### src/hw/crg_pkg.sv
// Constants for the core register file and arithmetic group decoder.
// Assumes a single core clock and an instruction stream as the only register client.
package crg_pkg;

  // ****************************************************************
  // Widths
  // ****************************************************************
  localparam int WORD_W = 24;
  localparam int BYTE_W = 8;
  localparam int STACK_W = 48;
  localparam int AGU_COUNT = 8;

  // ****************************************************************
  // Register selector codes on the word operand port
  // ****************************************************************
  localparam logic [5:0] SEL_ADDR_BASE = 6'h00;   // address registers 0..7
  localparam logic [5:0] SEL_OFFS_BASE = 6'h08;   // offset registers 0..7
  localparam logic [5:0] SEL_MODF_BASE = 6'h10;   // modifier registers 0..7
  localparam logic [5:0] SEL_OPMODE = 6'h18;
  localparam logic [5:0] SEL_VECTOR = 6'h19;
  localparam logic [5:0] SEL_STATUS = 6'h1A;
  localparam logic [5:0] SEL_MODE_BYTE = 6'h1B;
  localparam logic [5:0] SEL_CC_BYTE = 6'h1C;
  localparam logic [5:0] SEL_LOOP_CNT = 6'h1D;
  localparam logic [5:0] SEL_LOOP_END = 6'h1E;
  localparam logic [5:0] SEL_STK_SIZE = 6'h1F;
  localparam logic [5:0] SEL_STK_UPPER = 6'h20;
  localparam logic [5:0] SEL_STK_LOWER = 6'h21;
  localparam logic [5:0] SEL_STK_PTR = 6'h22;
  localparam logic [5:0] SEL_PROG_CNT = 6'h23;

  // ****************************************************************
  // Field positions and masks
  // ****************************************************************
  localparam int CC_LSB = 0;
  localparam int MODE_LSB = 8;
  localparam int EXT_LSB = 16;
  localparam logic [23:0] OPMODE_MASK = 24'hFF_FFFF;  // defined bits, parameterised in top
  localparam logic [23:0] VECTOR_MASK = 24'hFF_FF00;
  localparam logic [23:0] RESET_WORD = 24'h00_0000;

  // ****************************************************************
  // Arithmetic operation codes
  // ****************************************************************
  typedef enum logic [4:0] {
    OP_MAGNITUDE = 5'b0_0000, OP_ADD_CARRY = 5'b0_0001, OP_ADD = 5'b0_0010,
    OP_ADD_IMM = 5'b0_0011, OP_SHL_ADD = 5'b0_0100, OP_SHR_ADD = 5'b0_0101,
    OP_SHIFT_LEFT = 5'b0_0110, OP_SHIFT_LEFT_MB = 5'b0_0111, OP_SHIFT_RIGHT = 5'b0_1000,
    OP_SHIFT_RIGHT_MB = 5'b0_1001, OP_CLEAR = 5'b0_1010, OP_COMPARE = 5'b0_1011,
    OP_COMPARE_IMM = 5'b0_1100, OP_COMPARE_MAG = 5'b0_1101, OP_COMPARE_UNS = 5'b0_1110,
    OP_DEC = 5'b0_1111, OP_DIV = 5'b1_0000, OP_DOUBLE_MULACC = 5'b1_0001,
    OP_INC = 5'b1_0010, OP_MULACC = 5'b1_0011, OP_MULACC_MIX = 5'b1_0100,
    OP_MULACC_IMM = 5'b1_0101, OP_MULACC_RND = 5'b1_0110, OP_MULACC_RND_IMM = 5'b1_0111,
    OP_MAX = 5'b1_1000, OP_MAX_MAG = 5'b1_1001, OP_MULT = 5'b1_1010,
    OP_MULT_MIX = 5'b1_1011, OP_MULT_IMM = 5'b1_1100, OP_MULT_RND = 5'b1_1101,
    OP_NEGATE = 5'b1_1110, OP_FAST_NORM = 5'b1_1111
  } crg_op_t;

endpackage : crg_pkg

### src/hw/crg_core_regs.sv
// Programmer-visible control and address registers with arithmetic issue control.
// Assumes one instruction-stream client on a word operand port, one core clock.
`timescale 1ns/1ps
module crg_core_regs
  import crg_pkg::*;
#(
  parameter logic [23:0] OPMODE_DEFINED = OPMODE_MASK,   // Defined operating mode bits
  parameter int STACK_DEPTH = 16                         // System stack entries
) (
  input wire logic i_clk_sys,                 // Core clock, 40 MHz
  input wire logic i_rst_n,                   // Synchronous reset, active low
  input wire logic i_wr,                      // Word operand write strobe
  input wire logic [5:0] i_wsel,              // Write register selector
  input wire logic [23:0] i_wdata,            // Write data
  input wire logic [5:0] i_rsel,              // Read register selector
  output logic [23:0] o_rdata,                // Read data, registered
  input wire logic i_pc_load,                 // Implicit program counter load
  input wire logic [23:0] i_pc_next,          // Implicit next program counter
  input wire logic i_push_pc,                 // Push program counter and status
  input wire logic i_push_loop,               // Push loop end and loop counter
  input wire logic i_pop,                     // Pop top entry
  output logic [47:0] o_stack_top,            // Top stack entry, registered
  input wire logic [15:0] i_mem_word,         // X or Y memory word
  input wire logic i_byte_sign,               // Sign-extend a byte operand
  output logic [23:0] o_bus_byte,             // Extended byte on the data bus
  input wire logic [4:0] i_op,                // Arithmetic operation code
  input wire logic i_op_valid,                // Arithmetic operation issued
  input wire logic i_cond_en,                 // Conditional form
  input wire logic i_cond_true,               // Condition result
  input wire logic i_move_req,                // Parallel move requested
  input wire logic [7:0] i_alu_cc,            // Condition codes from the ALU
  output logic o_move_ok,                     // Parallel move granted
  output logic o_exec,                        // Operation executes
  output logic o_illegal,                     // Illegal move combination
  output logic o_alu_only_regs,               // ALU sources are registers only
  output logic [23:0] o_status,               // Status word, registered
  output logic [23:0] o_opmode                // Operating mode word, registered
);

  // ****************************************************************
  // Storage
  // ****************************************************************
  logic [23:0] agu_addr [AGU_COUNT];
  logic [23:0] agu_offs [AGU_COUNT];
  logic [23:0] agu_modf [AGU_COUNT];
  logic [23:0] opmode;
  logic [23:0] vector;
  logic [23:0] status;
  logic [23:0] loop_cnt;
  logic [23:0] loop_end;
  logic [23:0] stk_size;
  logic [23:0] stk_ptr;
  logic [23:0] prog_cnt;
  logic [47:0] stack_mem [STACK_DEPTH];
  logic [$clog2(STACK_DEPTH)-1:0] depth;
  wire logic [47:0] top_entry;
  wire logic cc_from_alu;
  wire logic [23:0] next_status;

  // ****************************************************************
  // Issue gate
  // ****************************************************************
  crg_op_gate u_gate (
    .i_op(i_op),
    .i_cond_en(i_cond_en),
    .i_cond_true(i_cond_true),
    .i_move_req(i_move_req && i_op_valid),
    .o_move_ok(o_move_ok),
    .o_exec(o_exec),
    .o_illegal(o_illegal)
  );

  // Data ALU never drives data buses
  assign o_alu_only_regs = 1'b1;
  // Condition codes load for every executing operation code; i_op is not decoded here
  assign cc_from_alu = i_op_valid && o_exec;

  // ****************************************************************
  // Status word update
  // ****************************************************************
  // Word write replaces all bytes
  // Byte writes touch one byte only
  assign next_status = (i_wr && i_wsel == SEL_STATUS) ? i_wdata :
                       (i_wr && i_wsel == SEL_MODE_BYTE) ?
                         {status[23:16], i_wdata[7:0], status[7:0]} :
                       (i_wr && i_wsel == SEL_CC_BYTE) ?
                         {status[23:8], i_wdata[7:0]} :
                       cc_from_alu ? {status[23:8], i_alu_cc} : status;

  always_ff @(posedge i_clk_sys) begin
    if (!i_rst_n) begin
      status <= RESET_WORD;
    end else begin
      status <= next_status;
    end
  end

  // ****************************************************************
  // Word registers
  // ****************************************************************
  // Word writes to address generation set
  always_ff @(posedge i_clk_sys) begin
    for (int k = 0; k < AGU_COUNT; k++) begin
      if (!i_rst_n) begin
        agu_addr[k] <= RESET_WORD;
        agu_offs[k] <= RESET_WORD;
        agu_modf[k] <= RESET_WORD;
      end else if (i_wr) begin
        if (i_wsel == SEL_ADDR_BASE + 6'(k)) agu_addr[k] <= i_wdata;
        if (i_wsel == SEL_OFFS_BASE + 6'(k)) agu_offs[k] <= i_wdata;
        if (i_wsel == SEL_MODF_BASE + 6'(k)) agu_modf[k] <= i_wdata;
      end
    end
  end

  // Control words; reserved bits of opmode and vector are masked on entry so they read zero
  // Operating mode byte fields
  always_ff @(posedge i_clk_sys) begin
    if (!i_rst_n) begin
      opmode <= RESET_WORD;
      vector <= RESET_WORD;
      loop_cnt <= RESET_WORD;
      loop_end <= RESET_WORD;
      stk_size <= RESET_WORD;
    end else if (i_wr) begin
      if (i_wsel == SEL_OPMODE) opmode <= i_wdata & OPMODE_DEFINED;
      if (i_wsel == SEL_VECTOR) vector <= i_wdata & VECTOR_MASK;
      if (i_wsel == SEL_LOOP_CNT) loop_cnt <= i_wdata;
      if (i_wsel == SEL_LOOP_END) loop_end <= i_wdata;
      if (i_wsel == SEL_STK_SIZE) stk_size <= i_wdata;
    end
  end

  // Program addresses are full 24-bit words
  always_ff @(posedge i_clk_sys) begin
    if (!i_rst_n) begin
      prog_cnt <= RESET_WORD;
    end else if (i_wr && i_wsel == SEL_PROG_CNT) begin
      prog_cnt <= i_wdata;
    end else if (i_pc_load) begin
      prog_cnt <= i_pc_next;
    end
  end

  // ****************************************************************
  // System stack
  // ****************************************************************
  // Depth wraps silently; overflow detection is left to software via the pointer
  // Program counter and status pair, or loop end and counter pair
  always_ff @(posedge i_clk_sys) begin
    if (!i_rst_n) begin
      depth <= '0;
      stk_ptr <= RESET_WORD;
    end else if (i_push_pc || i_push_loop) begin
      stack_mem[depth + 1'b1] <= i_push_pc ? {prog_cnt, status} : {loop_end, loop_cnt};
      depth <= depth + 1'b1;
      stk_ptr <= stk_ptr + 24'h00_0001;
    end else if (i_pop) begin
      depth <= depth - 1'b1;
      stk_ptr <= stk_ptr - 24'h00_0001;
    end else if (i_wr && i_wsel == SEL_STK_PTR) begin
      stk_ptr <= i_wdata;
    end else if (i_wr && i_wsel == SEL_STK_UPPER) begin
      stack_mem[depth][47:24] <= i_wdata;
    end else if (i_wr && i_wsel == SEL_STK_LOWER) begin
      stack_mem[depth][23:0] <= i_wdata;
    end
  end
  assign top_entry = stack_mem[depth];

  // ****************************************************************
  // Byte extension and read mux
  // ****************************************************************
  // Zero or sign extension
  always_ff @(posedge i_clk_sys) begin
    if (!i_rst_n) begin
      o_bus_byte <= RESET_WORD;
    end else begin
      o_bus_byte <= {{16{i_byte_sign & i_mem_word[7]}}, i_mem_word[7:0]};
    end
  end

  // Read data registered one cycle after the selector
  always_ff @(posedge i_clk_sys) begin
    if (!i_rst_n) begin
      o_rdata <= RESET_WORD;
    end else begin
      unique case (i_rsel) inside
        [SEL_ADDR_BASE:SEL_ADDR_BASE + 6'h07]: o_rdata <= agu_addr[i_rsel[2:0]];
        [SEL_OFFS_BASE:SEL_OFFS_BASE + 6'h07]: o_rdata <= agu_offs[i_rsel[2:0]];
        [SEL_MODF_BASE:SEL_MODF_BASE + 6'h07]: o_rdata <= agu_modf[i_rsel[2:0]];
        SEL_OPMODE: o_rdata <= opmode;
        SEL_VECTOR: o_rdata <= vector;
        SEL_STATUS: o_rdata <= status;
        SEL_MODE_BYTE: o_rdata <= {16'h0000, status[15:8]};
        SEL_CC_BYTE: o_rdata <= {16'h0000, status[7:0]};
        SEL_LOOP_CNT: o_rdata <= loop_cnt;
        SEL_LOOP_END: o_rdata <= loop_end;
        SEL_STK_SIZE: o_rdata <= stk_size;
        SEL_STK_UPPER: o_rdata <= top_entry[47:24];
        SEL_STK_LOWER: o_rdata <= top_entry[23:0];
        SEL_STK_PTR: o_rdata <= stk_ptr;
        SEL_PROG_CNT: o_rdata <= prog_cnt;
        default: o_rdata <= RESET_WORD;
      endcase
    end
  end

  // Registered views
  always_ff @(posedge i_clk_sys) begin
    if (!i_rst_n) begin
      o_stack_top <= 48'h0000_0000_0000;
    end else begin
      o_stack_top <= top_entry;
    end
  end
  assign o_status = status;
  assign o_opmode = opmode;

  // ****************************************************************
  // Checks
  // ****************************************************************
  status_word_a: assert property (@(posedge i_clk_sys) disable iff (!i_rst_n)
    i_wr && i_wsel == SEL_STATUS |=> status == $past(i_wdata))
    else $error("status word write lost");
  cc_byte_a: assert property (@(posedge i_clk_sys) disable iff (!i_rst_n)
    i_wr && i_wsel == SEL_CC_BYTE |=> status[23:8] == $past(status[23:8]))
    else $error("cc byte write disturbed upper bytes");
  opmode_zero_a: assert property (@(posedge i_clk_sys) disable iff (!i_rst_n)
    (opmode & ~OPMODE_DEFINED) == 24'h00_0000)
    else $error("reserved opmode bit set");
  cond_move_a: assert property (@(posedge i_clk_sys) disable iff (!i_rst_n)
    i_cond_en |-> !o_move_ok)
    else $error("conditional op got a move");
  par_refuse_a: assert property (@(posedge i_clk_sys) disable iff (!i_rst_n)
    i_op_valid && i_move_req && i_op == OP_MULACC |-> o_illegal)
    else $error("plain accumulate accepted a move");
  par_accept_a: assert property (@(posedge i_clk_sys) disable iff (!i_rst_n)
    i_op_valid && i_move_req && !i_cond_en && i_op == OP_NEGATE |-> o_move_ok)
    else $error("negate refused a move");
  cond_skip_a: assert property (@(posedge i_clk_sys) disable iff (!i_rst_n)
    i_cond_en && !i_cond_true |-> !o_exec)
    else $error("false condition still executed");
  push_pair_a: assert property (@(posedge i_clk_sys) disable iff (!i_rst_n)
    i_push_pc && !i_pop ##1 !i_push_pc && !i_push_loop && !i_pop && !i_wr
    |=> o_stack_top == $past({prog_cnt, status}, 2))
    else $error("stack entry not program counter and status");
  byte_ext_a: assert property (@(posedge i_clk_sys) disable iff (!i_rst_n)
    !i_byte_sign |=> o_bus_byte[23:8] == 16'h0000)
    else $error("zero extension failed");
  cc_update_a: assert property (@(posedge i_clk_sys) disable iff (!i_rst_n)
    i_op_valid && o_exec && !i_wr |=> status[7:0] == $past(i_alu_cc))
    else $error("condition codes not updated");
  cov_move: cover property (@(posedge i_clk_sys) o_move_ok);
  cov_cond_skip: cover property (@(posedge i_clk_sys) i_op_valid && !o_exec);
  cov_push_pop: cover property (@(posedge i_clk_sys) i_push_loop ##1 i_pop);

endmodule : crg_core_regs

### src/hw/crg_op_gate.sv
// Arithmetic issue gate: decides parallel-move legality and conditional execution.
// Assumes opcode, condition and move request are valid in the same cycle.
`timescale 1ns/1ps
module crg_op_gate
  import crg_pkg::*;
(
  input wire logic [4:0] i_op,          // Arithmetic operation code
  input wire logic i_cond_en,           // Operation carries a condition
  input wire logic i_cond_true,         // Condition evaluates true
  input wire logic i_move_req,          // Parallel move requested
  output logic o_move_ok,               // Parallel move may proceed
  output logic o_exec,                  // Operation executes
  output logic o_illegal                // Move request not allowed
);

  // ****************************************************************
  // Parallel move table
  // ****************************************************************
  wire logic par_capable;

  assign par_capable = (i_op == OP_SHL_ADD) || (i_op == OP_SHR_ADD) ||
                       (i_op == OP_SHIFT_LEFT) || (i_op == OP_SHIFT_RIGHT) ||
                       (i_op == OP_CLEAR) || (i_op == OP_COMPARE) ||
                       (i_op == OP_COMPARE_MAG) || (i_op == OP_MULACC_RND) ||
                       (i_op == OP_MAX) || (i_op == OP_MULT_RND) || (i_op == OP_NEGATE);

  assign o_exec = !i_cond_en || i_cond_true;
  assign o_move_ok = i_move_req && par_capable && !i_cond_en;
  assign o_illegal = i_move_req && !(par_capable && !i_cond_en);

endmodule : crg_op_gate

### config.mk
export PLATFORM = sky130hd
export DESIGN_NAME = crg_core_regs
export DESIGN_NICKNAME = d
export VERILOG_FILES = /design/src/hw/crg_pkg.sv /design/src/hw/crg_core_regs.sv /design/src/hw/crg_op_gate.sv
export SDC_FILE = /design/constraint.sdc
export NUM_CORES = 2
export LEC_CHECK = 0
export CAP_MARGIN = 0
export CORE_MARGIN = 5
export CORE_UTILIZATION = 30
export CTS_CLUSTER_DIAMETER = 50
export CTS_CLUSTER_SIZE = 40
export DETAILED_ROUTE_END_ITERATION = 7
export DONT_BUFFER_PORTS = 1
export PLACE_DENSITY = 0.51
export RECOVER_POWER = 100
export REMOVE_ABC_BUFFERS = 1
export SLEW_MARGIN = 25
export SYNTH_ARGS = -nofsm -noshare
export SYNTH_HDL_FRONTEND = slang
export SYNTH_SLANG_ARGS = --single-unit
### constraint.sdc
create_clock -name i_clk_sys -period 10.25 [get_ports i_clk_sys]
set_input_delay 2.05 -clock i_clk_sys [delete_from_list [all_inputs] [get_ports i_clk_sys]]
set_output_delay 2.05 -clock i_clk_sys [all_outputs]
set_load 0.01 [all_outputs]
==> metrics.txt <==
total power=15.4 mW; r2r setup slk=3.45 ns; area delta synth->final=14.5%; area fraction of the dominant cell type after synthesis=0.583; skew final=a little under 0.05 ns; slowest cell delay on critical path=1.73 ns; first-pass GRT wire length=317000 µm; CP bufs+invs=3; Placer Congestion=about 0.86; HP Class=reg -> reg; Min Hold Slack=about 0.47 ns; FF+latch count, synth=about 1600; status=complete, but fails checks; Congestion Overflow GR=0; CTS tree=done; initial core utilization=0.301; synth top area cells=edfxtp_1, mux4_2, dfxtp_1, and2_1, mux2i_1; startpoint types=input port; VDD IR max=between 0.1 and 0.15 mV; IO Pins=249; CTS H-Tree Depth=4; cells along the critical path=nor3_1 -> nand4_1 -> clkbuf_1 -> clkbuf_1 -> nor2_1 -> a21o_1 -> nand2_1 -> nor2_4 -> clkbuf_1; post-route minimum period=roughly 7.4 ns; cts bufs inserted=181; critical path type=in -> reg; hpwl dp=143000 µm; unrepaired setup endpoints after global routing=false; post_cts resized=0; Fillers=between 20000 and 25000; Mapped Avg Cell Area=14.9 µm²; clk slew on worst S/H paths=approximately 0.060 ns; leading area contributor after synthesis=edfxtp_1; worst slew pin tran=2.99 ns; area occupied by multi-input gates=21700 µm²; ys async rst share=0; number of detailed-route iterations in the first pass=6; per-cell routed wire length=29.1 µm; setup_tns=0 ns; register area=between 40000 and 50000 µm²; port bufs=0; relative slew slack=-0.997; layout cells sized above 1=0.162; WP data required=10.65 ns; root buffer cell=clkbuf_16; final setup vio count=0; CP endpoint kind=flip-flop; antenna-violating nets left=0; max cap viols=66; CP max stage cell=clkbuf_1; fin nets=4684; worst path arrival time=7.80 ns; Core ar.=approximately 230000 µm²; Tcrit/Tclk final=0.722; 1st-iter DRT viols=~4500; drc violations=0; Pins Over Slew Limit=approximately 1300; final hold violation count=0; warning count from the yosys run=0; Netlist cell types=82; Leakage=roughly 25 nW; initial antenna violation count=22; Clock Tree Buf Depth=3; Gate Count Post-Synth=4633; DR vias/cell=5.21; CP top delay family=buffers and inverters; Worst-Skew Late Latency=0.85 ns; Total Wirelength=roughly 230000 µm; Synth Cell Area=69200 µm²; Power Density=194 nW/µm²; GRT Overall Usage=0.183; Most used DFF post-synth=edfxtp_1; via count=40530; CTS sink count=1617; Site Rows=about 180; Setup Fix Bufs, Post-CTS=0; failing checks=capacitance limit, slew limit; worst-path maximum fanout=51; CTS Hold Bufs=0; post-synthesis sequential area ratio=0.662; Worst path most repeated cell=clkbuf_1; Die Ht=490 µm; Die W=about 500 µm; pin count of the biggest net entering global routing=277; vias in the first global route=~40000; die area=240000 µm²; Peak Freq=135 MHz; number of enable flip-flop cells after synthesis=about 1300
==> tightest hold or removal path, cell delays in order, from the launching register on <==
cell	delay [ns]
dfxtp_1	0.30
nand2_1	0.04
a21boi_0	0.06
==> cells in the mapped netlist (all sizes together), types with 6 or more instances <==
cell / n
a222oi: 10
and4: 6
nor3: 37
nor2: 137
a22o: 31
a21oi: 123
nand4: 11
a21o: 6
xnor2: 20
a32o: 8
o22a: 9
nor4: 17
o21a: 7
inv: 15
a22oi: 76
a21boi: 127
buf: 111
nand3b: 6
nor2b: 34
nor3b: 6
and3: 21
o21ai: 104
a221oi: 25
mux4: 329
and2: 651
o211a: 25
a211oi: 31
mux2i: 180
clkbuf: 292
a221o: 13
a32oi: 13
nand2: 401
dfxtp: 273
or3: 6
o31ai: 6
a31oi: 17
edfxtp: 1344
o22ai: 11
nand3: 29
==> area by class of cell <==
type                            instances  share of cell area
Tap cell                             3026              0.0478
Multi-Input combinational cell       2597               0.274
Inverter                               16            0.000774
Antenna cell                           10            0.000316
Timing Repair Buffer                  166              0.0172
Clock buffer                          195              0.0584
Sequential cell                      1617               0.579
Clock inverter                        147              0.0226
==> layout by cell type (no fill, tap or decap), types with 11 or more instances in the layout <==
cell and instances:
nand4_1 11, nor4_1 15, clkinvlp_4 18, clkinv_2 17
and3_1 21, clkinv_1 12, edfxtp_1 1344, a32oi_1 12
clkinv_8 15, o21ai_0 100, clkbuf_16 181, a22oi_1 76
and2_1 343, o211a_1 25, mux2i_1 180, nand3_1 28
a221oi_1 25, mux4_2 329, o22ai_1 11, nor3_1 33
nor2b_1 33, a221o_1 13, a21oi_1 122, inv_6 20
a211oi_1 31, nand2_1 401, dfxtp_1 270, bufinv_16 14
a22o_1 31, clkbuf_1 104, buf_4 46, a31oi_1 17
nor2_1 122, xnor2_1 20, clkinv_4 19, buf_16 21
inv_8 21, and2_0 308, inv_1 14, a21boi_0 127
==> layer usage <==
metal	share of wire	wire length [µm]	GRT usage
met5	0.000057	13	0
met4	0.040	9130	0.0693
met3	0.075	16900	0.0399
met2	0.48	109000	0.301
met1	0.40	91500	0.237
==> final timing paths <==
check | cells after the start | to | from
worst max-delay path | 9 | stack_mem[9][32]$_DFFE_PP_ | i_push_pc
worst max register to register | 6 | o_rdata[5]$_SDFF_PN0_ | flip-flop
worst min-delay path | 2 | vector[22]$_SDFFE_PN0P_ | vector[22]$_SDFFE_PN0P_
worst min register to register | 2 | vector[22]$_SDFFE_PN0P_ | vector[22]$_SDFFE_PN0P_
==> per-stage QoR <==
| stage | worst slack (ns) | util | area [µm²] | instances |
|---|---|---|---|---|
| after floorplan | 0.728 | - | 67500 | 4230 |
| after global placement | 4.65 | 0.317 | 72700 | 7392 |
| after detailed placement | 4.69 | 0.319 | 73400 | 7416 |
| after CTS | 5.38 | 0.347 | 79800 | 7758 |
| after global routing | 2.68 | 0.345 | 79200 | 7768 |
| final | 2.85 | 0.345 | 79200 | 7774 |
==> flip-flops by register name, summed over array words and instances, names as in the netlist, named ones only <==
register     cells
loop_cnt        24
agu_addr       192
o_opmode        24
prog_cnt        24
o_status        24
loop_end        24
stk_ptr         24
agu_offs       192
depth            4
vector          16
stk_size        24
o_bus_byte       9
agu_modf       192
stack_mem      768
o_stack_top     48
o_rdata         24
==> power by group <==
group          switching, mW  internal, mW
combinational          0.609         0.413
clock                   3.07          3.79
sequential             0.152          7.34
total                   3.83          11.5
==> cell families (layout without fill, tap and decap cells) <==
family,count (synthesis),count (layout),share of synthesized area
flip-flops,1617,1617,0.662
AND/OR/NAND/NOR,1386,1386,0.107
AO/OA/AOI/OAI,668,668,0.0678
multiplexers,514,514,0.134
buffers and inverters,419,524,0.0254
XOR/XNOR,24,24,0.00304
adder cells (fa/ha/maj),4,4,0.000724
other,1,11,0.0000542
No activity file was read; power rests on OpenSTA's default activity.
